File: src/vsf_pkg.sv
// package for the video sub-protocol filter
// assumes one 50 MHz clock and an active-low asynchronous reset
package vsf_pkg;
  localparam int unsigned CLK_HZ         = 50000000;
  localparam int unsigned PIX_W          = 24;
  localparam int unsigned FIFO_DEPTH     = 8;
  localparam int unsigned EDID_BYTES     = 256;
  localparam int unsigned EDID_AW        = 8;
  localparam int unsigned EDID_WAIT_US   = 20;
  localparam int unsigned EDID_WAIT_CYC  = (EDID_WAIT_US * (CLK_HZ / 1000000));
  localparam logic [7:0]  EDID_RST_BYTE  = 8'h00;

  // side-channel message kinds
  typedef enum logic [3:0] {
    SC_EDID_D2H, SC_HPD_D2H, SC_LINK_TRAIN, SC_EDID_H2D, SC_CEC,
    SC_HDCP, SC_MCCS, SC_ARC, SC_HEAC, SC_HEC, SC_OTHER
  } sc_kind_e;

  // direction of a side-channel message
  typedef enum logic {
    DIR_H2D, DIR_D2H
  } sc_dir_e;

  // connector protocol of an output or an input
  typedef enum logic [1:0] {
    PROTO_DP, PROTO_HDMI, PROTO_TYPEC
  } proto_e;

  typedef struct packed {
    logic [PIX_W-1:0] pixel;
    logic             hsync;
    logic             vsync;
    logic             de;
  } video_s;

  typedef struct packed {
    sc_kind_e   kind;
    sc_dir_e    dir;
    logic [7:0] data;
  } sc_msg_s;

  // decide whether a side-channel message may cross the given path
  function automatic logic sc_allowed(input proto_e p, input sc_kind_e k,
                                      input sc_dir_e d);
    logic ok;
    ok = 1'b0;
    if (k == SC_EDID_D2H && d == DIR_D2H) begin
      ok = 1'b1;
    end else if (k == SC_HPD_D2H && d == DIR_D2H) begin
      ok = 1'b1;
    end else if (k == SC_LINK_TRAIN && p != PROTO_HDMI) begin
      ok = 1'b1;
    end
    return ok;
  endfunction : sc_allowed
endpackage : vsf_pkg

File: src/vsf_fifo.sv
// small synchronous fifo carrying converted video words
// assumes a single clock; both sides use valid and ready
module vsf_fifo #(
  parameter int unsigned WIDTH = 27,
  parameter int unsigned DEPTH = 8
) (
  input  wire logic             clock_in,
  input  wire logic             rst_n_in,
  input  wire logic [WIDTH-1:0] wr_data_in,
  input  wire logic             wr_valid_in,
  output logic                  wr_ready_out,
  output logic [WIDTH-1:0]      rd_data_out,
  output logic                  rd_valid_out,
  input  wire logic             rd_ready_in
);
  localparam int unsigned AW = $clog2(DEPTH);
  logic [WIDTH-1:0] mem_reg [DEPTH];
  logic [AW-1:0]    wr_ptr_reg;
  logic [AW-1:0]    rd_ptr_reg;
  logic [AW:0]      count_reg;
  logic             push;
  logic             pop;

  assign wr_ready_out = (count_reg != DEPTH[AW:0]);
  assign rd_valid_out = (count_reg != '0);
  assign push         = wr_valid_in && wr_ready_out;
  assign pop          = rd_valid_out && rd_ready_in;
  assign rd_data_out  = mem_reg[rd_ptr_reg];

  always_ff @(posedge clock_in) begin
    if (push) begin
      mem_reg[wr_ptr_reg] <= wr_data_in;
    end
  end

  always_ff @(posedge clock_in or negedge rst_n_in) begin
    if (!rst_n_in) begin
      wr_ptr_reg <= '0;
      rd_ptr_reg <= '0;
      count_reg  <= '0;
    end else begin
      if (push) begin
        wr_ptr_reg <= (wr_ptr_reg == AW'(DEPTH - 1)) ? '0 : wr_ptr_reg + 1'b1;
      end
      if (pop) begin
        rd_ptr_reg <= (rd_ptr_reg == AW'(DEPTH - 1)) ? '0 : rd_ptr_reg + 1'b1;
      end
      if (push && !pop) begin
        count_reg <= count_reg + 1'b1;
      end else if (pop && !push) begin
        count_reg <= count_reg - 1'b1;
      end
    end
  end
endmodule : vsf_fifo

File: src/vsf_edid_mem.sv
// edid copy memory, registered read data
// assumes single clock; one write port from the reader, one read port
module vsf_edid_mem #(
  parameter int unsigned AW = 8
) (
  input  wire logic          clock_in,
  input  wire logic          wr_en_in,
  input  wire logic [AW-1:0] wr_addr_in,
  input  wire logic [7:0]    wr_data_in,
  input  wire logic [AW-1:0] rd_addr_in,
  output logic [7:0]         rd_data_out
);
  logic [7:0] mem_reg [2**AW];

  always_ff @(posedge clock_in) begin
    if (wr_en_in) begin
      mem_reg[wr_addr_in] <= wr_data_in;
    end
    rd_data_out <= mem_reg[rd_addr_in];
  end
endmodule : vsf_edid_mem

File: src/video_subprotocol_filter.sv
// video path and side-channel filter of a secure sharing switch
// assumes host video already parallel pixels; pins synchronous to clock_in
module video_subprotocol_filter
  import vsf_pkg::*;
#(
  parameter int unsigned NUM_DISP  = 2,
  parameter logic        HAS_TYPEC = 1'b1
) (
  input  wire logic                   clock_in,
  input  wire logic                   rst_n_in,
  input  vsf_pkg::proto_e             in_proto_in,
  input  vsf_pkg::video_s             host_video_in,
  input  wire logic                   host_valid_in,
  output logic                        host_ready_out,
  input  vsf_pkg::proto_e             out_proto_in  [NUM_DISP],
  output vsf_pkg::video_s             disp_video_out [NUM_DISP],
  output logic                        disp_valid_out [NUM_DISP],
  output logic                        disp_is_dp_out [NUM_DISP],
  input  wire logic                   disp_ready_in  [NUM_DISP],
  input  vsf_pkg::sc_msg_s            host_sc_in,
  input  wire logic                   host_sc_valid_in,
  output vsf_pkg::sc_msg_s            disp_sc_out    [NUM_DISP],
  output logic                        disp_sc_valid_out [NUM_DISP],
  input  vsf_pkg::sc_msg_s            disp_sc_in     [NUM_DISP],
  input  wire logic                   disp_sc_valid_in [NUM_DISP],
  output vsf_pkg::sc_msg_s            host_sc_out,
  output logic                        host_sc_valid_out,
  output logic                        sc_dropped_out,
  input  wire logic [7:0]             edid_byte_in,
  input  wire logic                   edid_byte_valid_in,
  output logic                        edid_req_out,
  output logic                        edid_done_out,
  input  wire logic [EDID_AW-1:0]     host_edid_addr_in,
  output logic [7:0]                  host_edid_data_out
);
  import vsf_pkg::*;

  localparam int unsigned VW = $bits(video_s);

  typedef enum logic [1:0] {
    ED_WAIT, ED_READ, ED_DONE
  } edid_state_e;

  edid_state_e           ed_state_reg;
  logic [EDID_AW:0]      ed_count_reg;
  logic [15:0]           ed_wait_reg;
  logic                  input_ok;
  video_s                conv_video;
  logic                  fifo_out_valid;
  logic                  fifo_out_ready;
  logic [VW-1:0]         fifo_out_data;
  logic                  fifo_in_ready;
  logic [NUM_DISP-1:0]   taken_reg;
  logic [NUM_DISP-1:0]   disp_rdy_vec;
  logic [NUM_DISP-1:0]   d2h_ok;
  logic [NUM_DISP-1:0]   h2d_ok;
  logic                  h2d_drop;
  logic                  d2h_drop;

  // accept only dp, hdmi, and type-c when the variant has it
  assign input_ok = (in_proto_in == PROTO_DP) ||
                    (in_proto_in == PROTO_HDMI) ||
                    (HAS_TYPEC && in_proto_in == PROTO_TYPEC);

  // dp and type-c input are not re-framed; every accepted protocol feeds the same internal stream;
  // pixel timing is kept as is, with no rescaling; pixel data is zeroed while de is low
  always_comb begin
    conv_video = host_video_in;
    if (!host_video_in.de) begin
      conv_video.pixel = '0;
    end
  end

  // ingress is refused until the monitor description is captured
  assign host_ready_out = fifo_in_ready && input_ok &&
                          (ed_state_reg == ED_DONE);

  vsf_fifo #(
    .WIDTH (VW),
    .DEPTH (FIFO_DEPTH)
  ) u_fifo (
    .clock_in     (clock_in),
    .rst_n_in     (rst_n_in),
    .wr_data_in   (conv_video),
    .wr_valid_in  (host_valid_in && input_ok && (ed_state_reg == ED_DONE)),
    .wr_ready_out (fifo_in_ready),
    .rd_data_out  (fifo_out_data),
    .rd_valid_out (fifo_out_valid),
    .rd_ready_in  (fifo_out_ready)
  );

  // fan-out: a word leaves the fifo once every display has taken it,
  // each display keeps its own handshake so one stall does not drop data
  always_comb begin
    for (int i = 0; i < NUM_DISP; i++) begin
      disp_rdy_vec[i] = taken_reg[i] || disp_ready_in[i];
    end
  end
  assign fifo_out_ready = fifo_out_valid && (&disp_rdy_vec);

  always_ff @(posedge clock_in or negedge rst_n_in) begin
    if (!rst_n_in) begin
      taken_reg <= '0;
    end else if (fifo_out_ready) begin
      taken_reg <= '0;
    end else begin
      for (int i = 0; i < NUM_DISP; i++) begin
        if (fifo_out_valid && disp_ready_in[i]) begin
          taken_reg[i] <= 1'b1;
        end
      end
    end
  end

  // NUM_DISP=1 gives the single-monitor variant
  always_comb begin
    for (int i = 0; i < NUM_DISP; i++) begin
      disp_video_out[i] = fifo_out_data;
      disp_valid_out[i] = fifo_out_valid && !taken_reg[i];
      disp_is_dp_out[i] = (out_proto_in[i] == PROTO_DP);
    end
  end

  // edid capture, once per reset; no path back to the reader afterwards
  always_ff @(posedge clock_in or negedge rst_n_in) begin
    if (!rst_n_in) begin
      ed_state_reg <= ED_WAIT;
      ed_wait_reg  <= '0;
      ed_count_reg <= '0;
    end else begin
      case (ed_state_reg)
        ED_WAIT: begin
          if (ed_wait_reg == 16'(EDID_WAIT_CYC - 1)) begin
            ed_state_reg <= ED_READ;
          end else begin
            ed_wait_reg <= ed_wait_reg + 16'h0001;
          end
        end
        ED_READ: begin
          if (edid_byte_valid_in) begin
            ed_count_reg <= ed_count_reg + 1'b1;
            if (ed_count_reg == (EDID_AW+1)'(EDID_BYTES - 1)) begin
              ed_state_reg <= ED_DONE;
            end
          end
        end
        default: begin
          ed_state_reg <= ED_DONE;
        end
      endcase
    end
  end

  assign edid_req_out  = (ed_state_reg == ED_READ);
  assign edid_done_out = (ed_state_reg == ED_DONE);

  vsf_edid_mem #(
    .AW (EDID_AW)
  ) u_edid (
    .clock_in    (clock_in),
    .wr_en_in    ((ed_state_reg == ED_READ) && edid_byte_valid_in),
    .wr_addr_in  (ed_count_reg[EDID_AW-1:0]),
    .wr_data_in  (edid_byte_in),
    .rd_addr_in  (host_edid_addr_in),
    .rd_data_out (host_edid_data_out)
  );

  // side-channel whitelist, per display path and direction
  always_comb begin
    for (int i = 0; i < NUM_DISP; i++) begin
      h2d_ok[i] = host_sc_valid_in && (host_sc_in.dir == DIR_H2D) &&
                  sc_allowed(out_proto_in[i], host_sc_in.kind,
                             DIR_H2D);
      d2h_ok[i] = disp_sc_valid_in[i] && (disp_sc_in[i].dir == DIR_D2H) &&
                  sc_allowed(out_proto_in[i], disp_sc_in[i].kind,
                             DIR_D2H);
    end
  end

  assign h2d_drop = host_sc_valid_in && (h2d_ok == '0);
  always_comb begin
    d2h_drop = 1'b0;
    for (int i = 0; i < NUM_DISP; i++) begin
      if (disp_sc_valid_in[i] && !d2h_ok[i]) begin
        d2h_drop = 1'b1;
      end
    end
  end

  always_ff @(posedge clock_in or negedge rst_n_in) begin
    if (!rst_n_in) begin
      for (int i = 0; i < NUM_DISP; i++) begin
        disp_sc_out[i]       <= '0;
        disp_sc_valid_out[i] <= 1'b0;
      end
    end else begin
      for (int i = 0; i < NUM_DISP; i++) begin
        disp_sc_valid_out[i] <= h2d_ok[i];
        disp_sc_out[i]       <= h2d_ok[i] ? host_sc_in : '0;
      end
    end
  end

  // display 0 wins when two displays report in the same cycle; the
  // other message is lost, acceptable for hpd levels that repeat
  always_ff @(posedge clock_in or negedge rst_n_in) begin
    if (!rst_n_in) begin
      host_sc_out       <= '0;
      host_sc_valid_out <= 1'b0;
      sc_dropped_out    <= 1'b0;
    end else begin
      host_sc_valid_out <= |d2h_ok;
      host_sc_out       <= '0;
      for (int i = NUM_DISP - 1; i >= 0; i--) begin
        if (d2h_ok[i]) begin
          host_sc_out <= disp_sc_in[i];
        end
      end
      sc_dropped_out <= h2d_drop || d2h_drop;
    end
  end
endmodule : video_subprotocol_filter

File: config.mk
export PLATFORM = sky130hd
export DESIGN_NAME = video_subprotocol_filter
export DESIGN_NICKNAME = d
export VERILOG_FILES = /design/src/vsf_pkg.sv /design/src/vsf_fifo.sv /design/src/vsf_edid_mem.sv /design/src/video_subprotocol_filter.sv
export SDC_FILE = /design/constraint.sdc
export NUM_CORES = 2
export LEC_CHECK = 0
export BUFFER_PORTS_ARGS = -buffer_cell sky130_fd_sc_hd__buf_2
export CELL_PAD_IN_SITES_DETAIL_PLACEMENT = 1
export CELL_PAD_IN_SITES_GLOBAL_PLACEMENT = 1
export CORE_MARGIN = 4
export CORE_UTILIZATION = 30
export DETAILED_ROUTE_END_ITERATION = 8
export PLACE_DENSITY = 0.57
export SLEW_MARGIN = 20
export SYNTH_ARGS = -nofsm -noshare
export SYNTH_HDL_FRONTEND = slang
export SYNTH_SLANG_ARGS = --single-unit
File: constraint.sdc
create_clock -name clock_in -period 4.6 [get_ports clock_in]
set_input_delay 0.46 -clock clock_in [delete_from_list [all_inputs] [get_ports clock_in]]
set_output_delay 0.46 -clock clock_in [all_outputs]
set_load 0.01 [all_outputs]
==> results.yml <==
timing:
  finalCriticalPeriod_ns: 3.688
  skew_ns: 0.09124
  setup_tns_ns: 0
  finalSetupViolCount: 0
  fmax_mhz: 271.2
  slew_viol_final: 0
  finalHoldViolCount: 0
  grt_setup_unrepaired: "no"
  tightest_slew_ns: 1.171
  fin_crit_sh_pct: 80.17
  relSlewSlack_pct: 21.65
critical_path:
  cp.required_ns: 4.14
  end_kind: "primary output"
  critPathArrivalTime_ns: 3.23
  setup.worst_path.start_class: "flop"
  slowest_delay_ns: 0.87
  worstPathMaxFanout: 35
  path_class: "reg -> out"
  cp_top_family: "multiplexers"
  path_cells: "buf_4, mux4_2, mux2_2, buf_2"
  slowest_stage: "dfrtp_4"
  path_buf_inv: 2
power:
  p_int_mw: 36.22
  swShare_pct: 22.76
  ir_drop_uv: 331.4
  p_per_area_mw_per_mm2: 441.8
  p_clk_share_pct: 41.4
  combPwrFrac_pct: 7.8
  p_leak_nw: 33.62
  finalPower_mw: 46.89
  seq_power_share_pct: 50.7
  p_switching_mw: 10.67
yosys:
  synth-edff-count: 2264
  avgSynthCellArea_um2: 20.77
  ys_types: 70
  yosysTopAreaCell: "edfxtp_1"
  async_flop_share_pct: 3.483
  synthCells: 4382
  ys_ff_latch: 2354
  seq_area_frac_synth_pct: 77.14
  synth_area_mm2: 0.09100
  synthTopCellsByArea: "edfxtp_1, mux4_2, dfrtp_1"
  ys_warn_count: 0
  synth_top_flop_cell: "edfxtp_1"
  synth_top_area_share_pct: 74.71
place:
  dpl_cell_area_mm2: 0.09780
  hpwlAfterDp_mm: 151.4
  place.gp.congestion: 0.7991
  port_buffers: 208
floorplanning:
  dieArea_mm2: 0.3122
  num_io_pins: 209
  fp.dieW_um: 558.8
  core-area_mm2: 0.3010
  die_y_um: 558.8
  start_util_pct: 30.23
  row_count: 201
detailed_routing:
  dr_total_vias: 45742
  dr.pass1.iters: 6
  routed_wl_mm: 249.0
  wl_per_cell_um: 27.59
  drc: 0
  postRouteAntennaNets: 0
  avgViaCountPerCell: 5.068
  drt_iter0_markers: 4263
clock_tree:
  clock-sinks: 2354
  insertion_delay_ns: 0.93
  clk_root_buffer_cell: "clkbuf_16"
  cts_buffers: 248
  htreeDepth: 4
  cts_tree: "built"
  path_clk_slew_ns: 0.06
  clock_path_buffers: 4
flow_run:
  cap_violations: 0
worst_hold_path:
  hp-class: "in -> reg"
final_layout:
  multiInputGateArea_mm2: 0.01932
  fillers: 29482
  nNetsFinal: 4976
  drive_gt1_share_pct: 26.79
  area_growth_pct: 16.64
  seq_area_mm2: 0.07020
  largest_reg_flops: 2048
  final_cell_area_mm2: 0.1061
global_route:
  grt_usage_pct: 15.70
  grt_pass1_wl_mm: 357.9
  overflow: 0
  grt_start_max_net_pins: 139
  grt_pass1_vias: 47796
  antenna_found_initial: 17
status:
  outcome: "completed"
==> placed cells by master (no fill, tap or decap), types with 21 or more instances in the layout <==
cell           netlist  final
mux2_2              38     38
o221ai_1            39     39
edfxtp_1          2264   2264
mux4_2             483    483
clkinv_2             0     47
buf_4               53    215
buf_2               77    197
clkinv_1             0     60
nor2_1             317    308
and2_1              46     44
clkbuf_1           113     47
buf_12               5     27
clkbuf_16            0    249
a22oi_1            193    193
dfrtp_1             82     80
a221oi_1            21     21
a21oi_1            116    116
mux2i_1            134    134
dlygate4sd3_1        0     56
nand2_1             64     61
nor4_1              37     34
==> Yosys cell counts (all sizes together) (7+ instances only) <==
library cell,number
o221ai,39
a211oi,13
a22o,9
and2,46
xor2,10
o22ai,17
nand3,24
nor2b,24
nand2b,14
nor2,317
clkbuf,115
ha,13
a21oi,116
a31oi,10
mux4,489
nor4,37
a221oi,21
buf,166
dfxtp,8
nand2,64
nand4,10
mux2,38
o21ai,16
xnor2,16
inv,11
mux2i,134
edfxtp,2264
o2bb2ai,7
dfrtp,82
nor3,8
a22oi,193
==> cell type report <==
cell class	count	area share, %
timing repair buffer	505	3.628
antenna	6	0.01415
clock inverter	142	1.162
clock buffer	305	6.153
multi-input combinational	1745	18.20
sequential	2354	66.14
tap	3958	4.666
inverter	11	0.03890
==> worst register-to-register path, stage by stage (launching register included) <==
cell,delay [ns]
dfrtp_1,0.57
nor2b_1,0.43
nand3_2,0.92
buf_4,0.56
nor2_1,0.68
==> power by group through the flow <==
stage	sequential (mW)	combinational, mW	clock (mW)
after floorplan	24.1	2.43	0
after global placement	24.3	3.64	0
after detailed placement	24.3	3.69	0
after CTS	23.8	3.74	19.9
after global routing	23.8	3.95	20.8
final	23.8	3.66	19.4
==> per-layer routing <==
layer | share of wire, % | track usage, % | vias to the layer above
met1 | 44 | 22.33 | 24875
met3 | 6.0 | 2.401 | 325
li1 | - | - | 19134
met5 | 0.010 | 0 | -
met4 | 2.3 | 3.699 | 4
met2 | 48 | 25.40 | 1404
==> repair_timing <==
action | CTS | global route
hold buffers | 56 | 0
gates resized for setup | 0 | 0
hold endpoints to repair | 151 | 0
setup buffers | 0 | 0
==> through the flow <==
step	hold WS [ns]	util (%)	setup slack (ns)	std cells
global placement	0.4609	32.48	0.5221	8517
finish	0.02560	35.26	0.9121	9026
floorplan	0.1644	-	0.7600	4391
detailed placement	0.4628	32.49	0.4801	8517
CTS	0.0006747	35.25	0.7380	9020
global route	0.005510	35.26	0.6508	9023
==> cells by family (layout without fill, tap and decap cells) <==
group / count (synthesis) / count (layout) / share of synthesized area [%]
compound gates: 464 / 464 / 3.577
xor+xnor: 26 / 26 / 0.2502
fa+ha+maj: 14 / 14 / 0.2007
buf+inv: 292 / 963 / 1.877
flops: 2354 / 2354 / 77.14
mux: 661 / 661 / 14.07
other cells: 1 / 16 / 0.004121
simple gates: 570 / 570 / 2.883
==> worst paths after layout <==
| path | depth (start not counted) | start | end | slack [ns] |
|---|---|---|---|---|
| setup / recovery | 4 | u_fifo.rd_ptr_reg[0]$_DFFE_PN0P_ | disp_video_out[14] | 0.91 |
| hold / removal | 1 | edid_byte_in[0] | u_edid.mem_reg[104][0]$_DFFE_PP_ | 0.03 |
| setup reg to reg | 4 | ed_count_reg[2]$_DFFE_PN0P_ | u_edid.mem_reg[5][0]$_DFFE_PP_ | 1.02 |
| hold reg to reg | 1 | ed_wait_reg[15]$_DFFE_PN0N_ | ed_wait_reg[15]$_DFFE_PN0N_ | 0.47 |
| max in group asynchronous | 3 | rst_n_in | u_fifo.rd_ptr_reg[0]$_DFFE_PN0P_ | 3.27 |
| min in group asynchronous | 2 | rst_n_in | disp_sc_out[20]$_DFF_PN0_ | 0.13 |
Note: power is estimated with default switching activity, not from simulation.
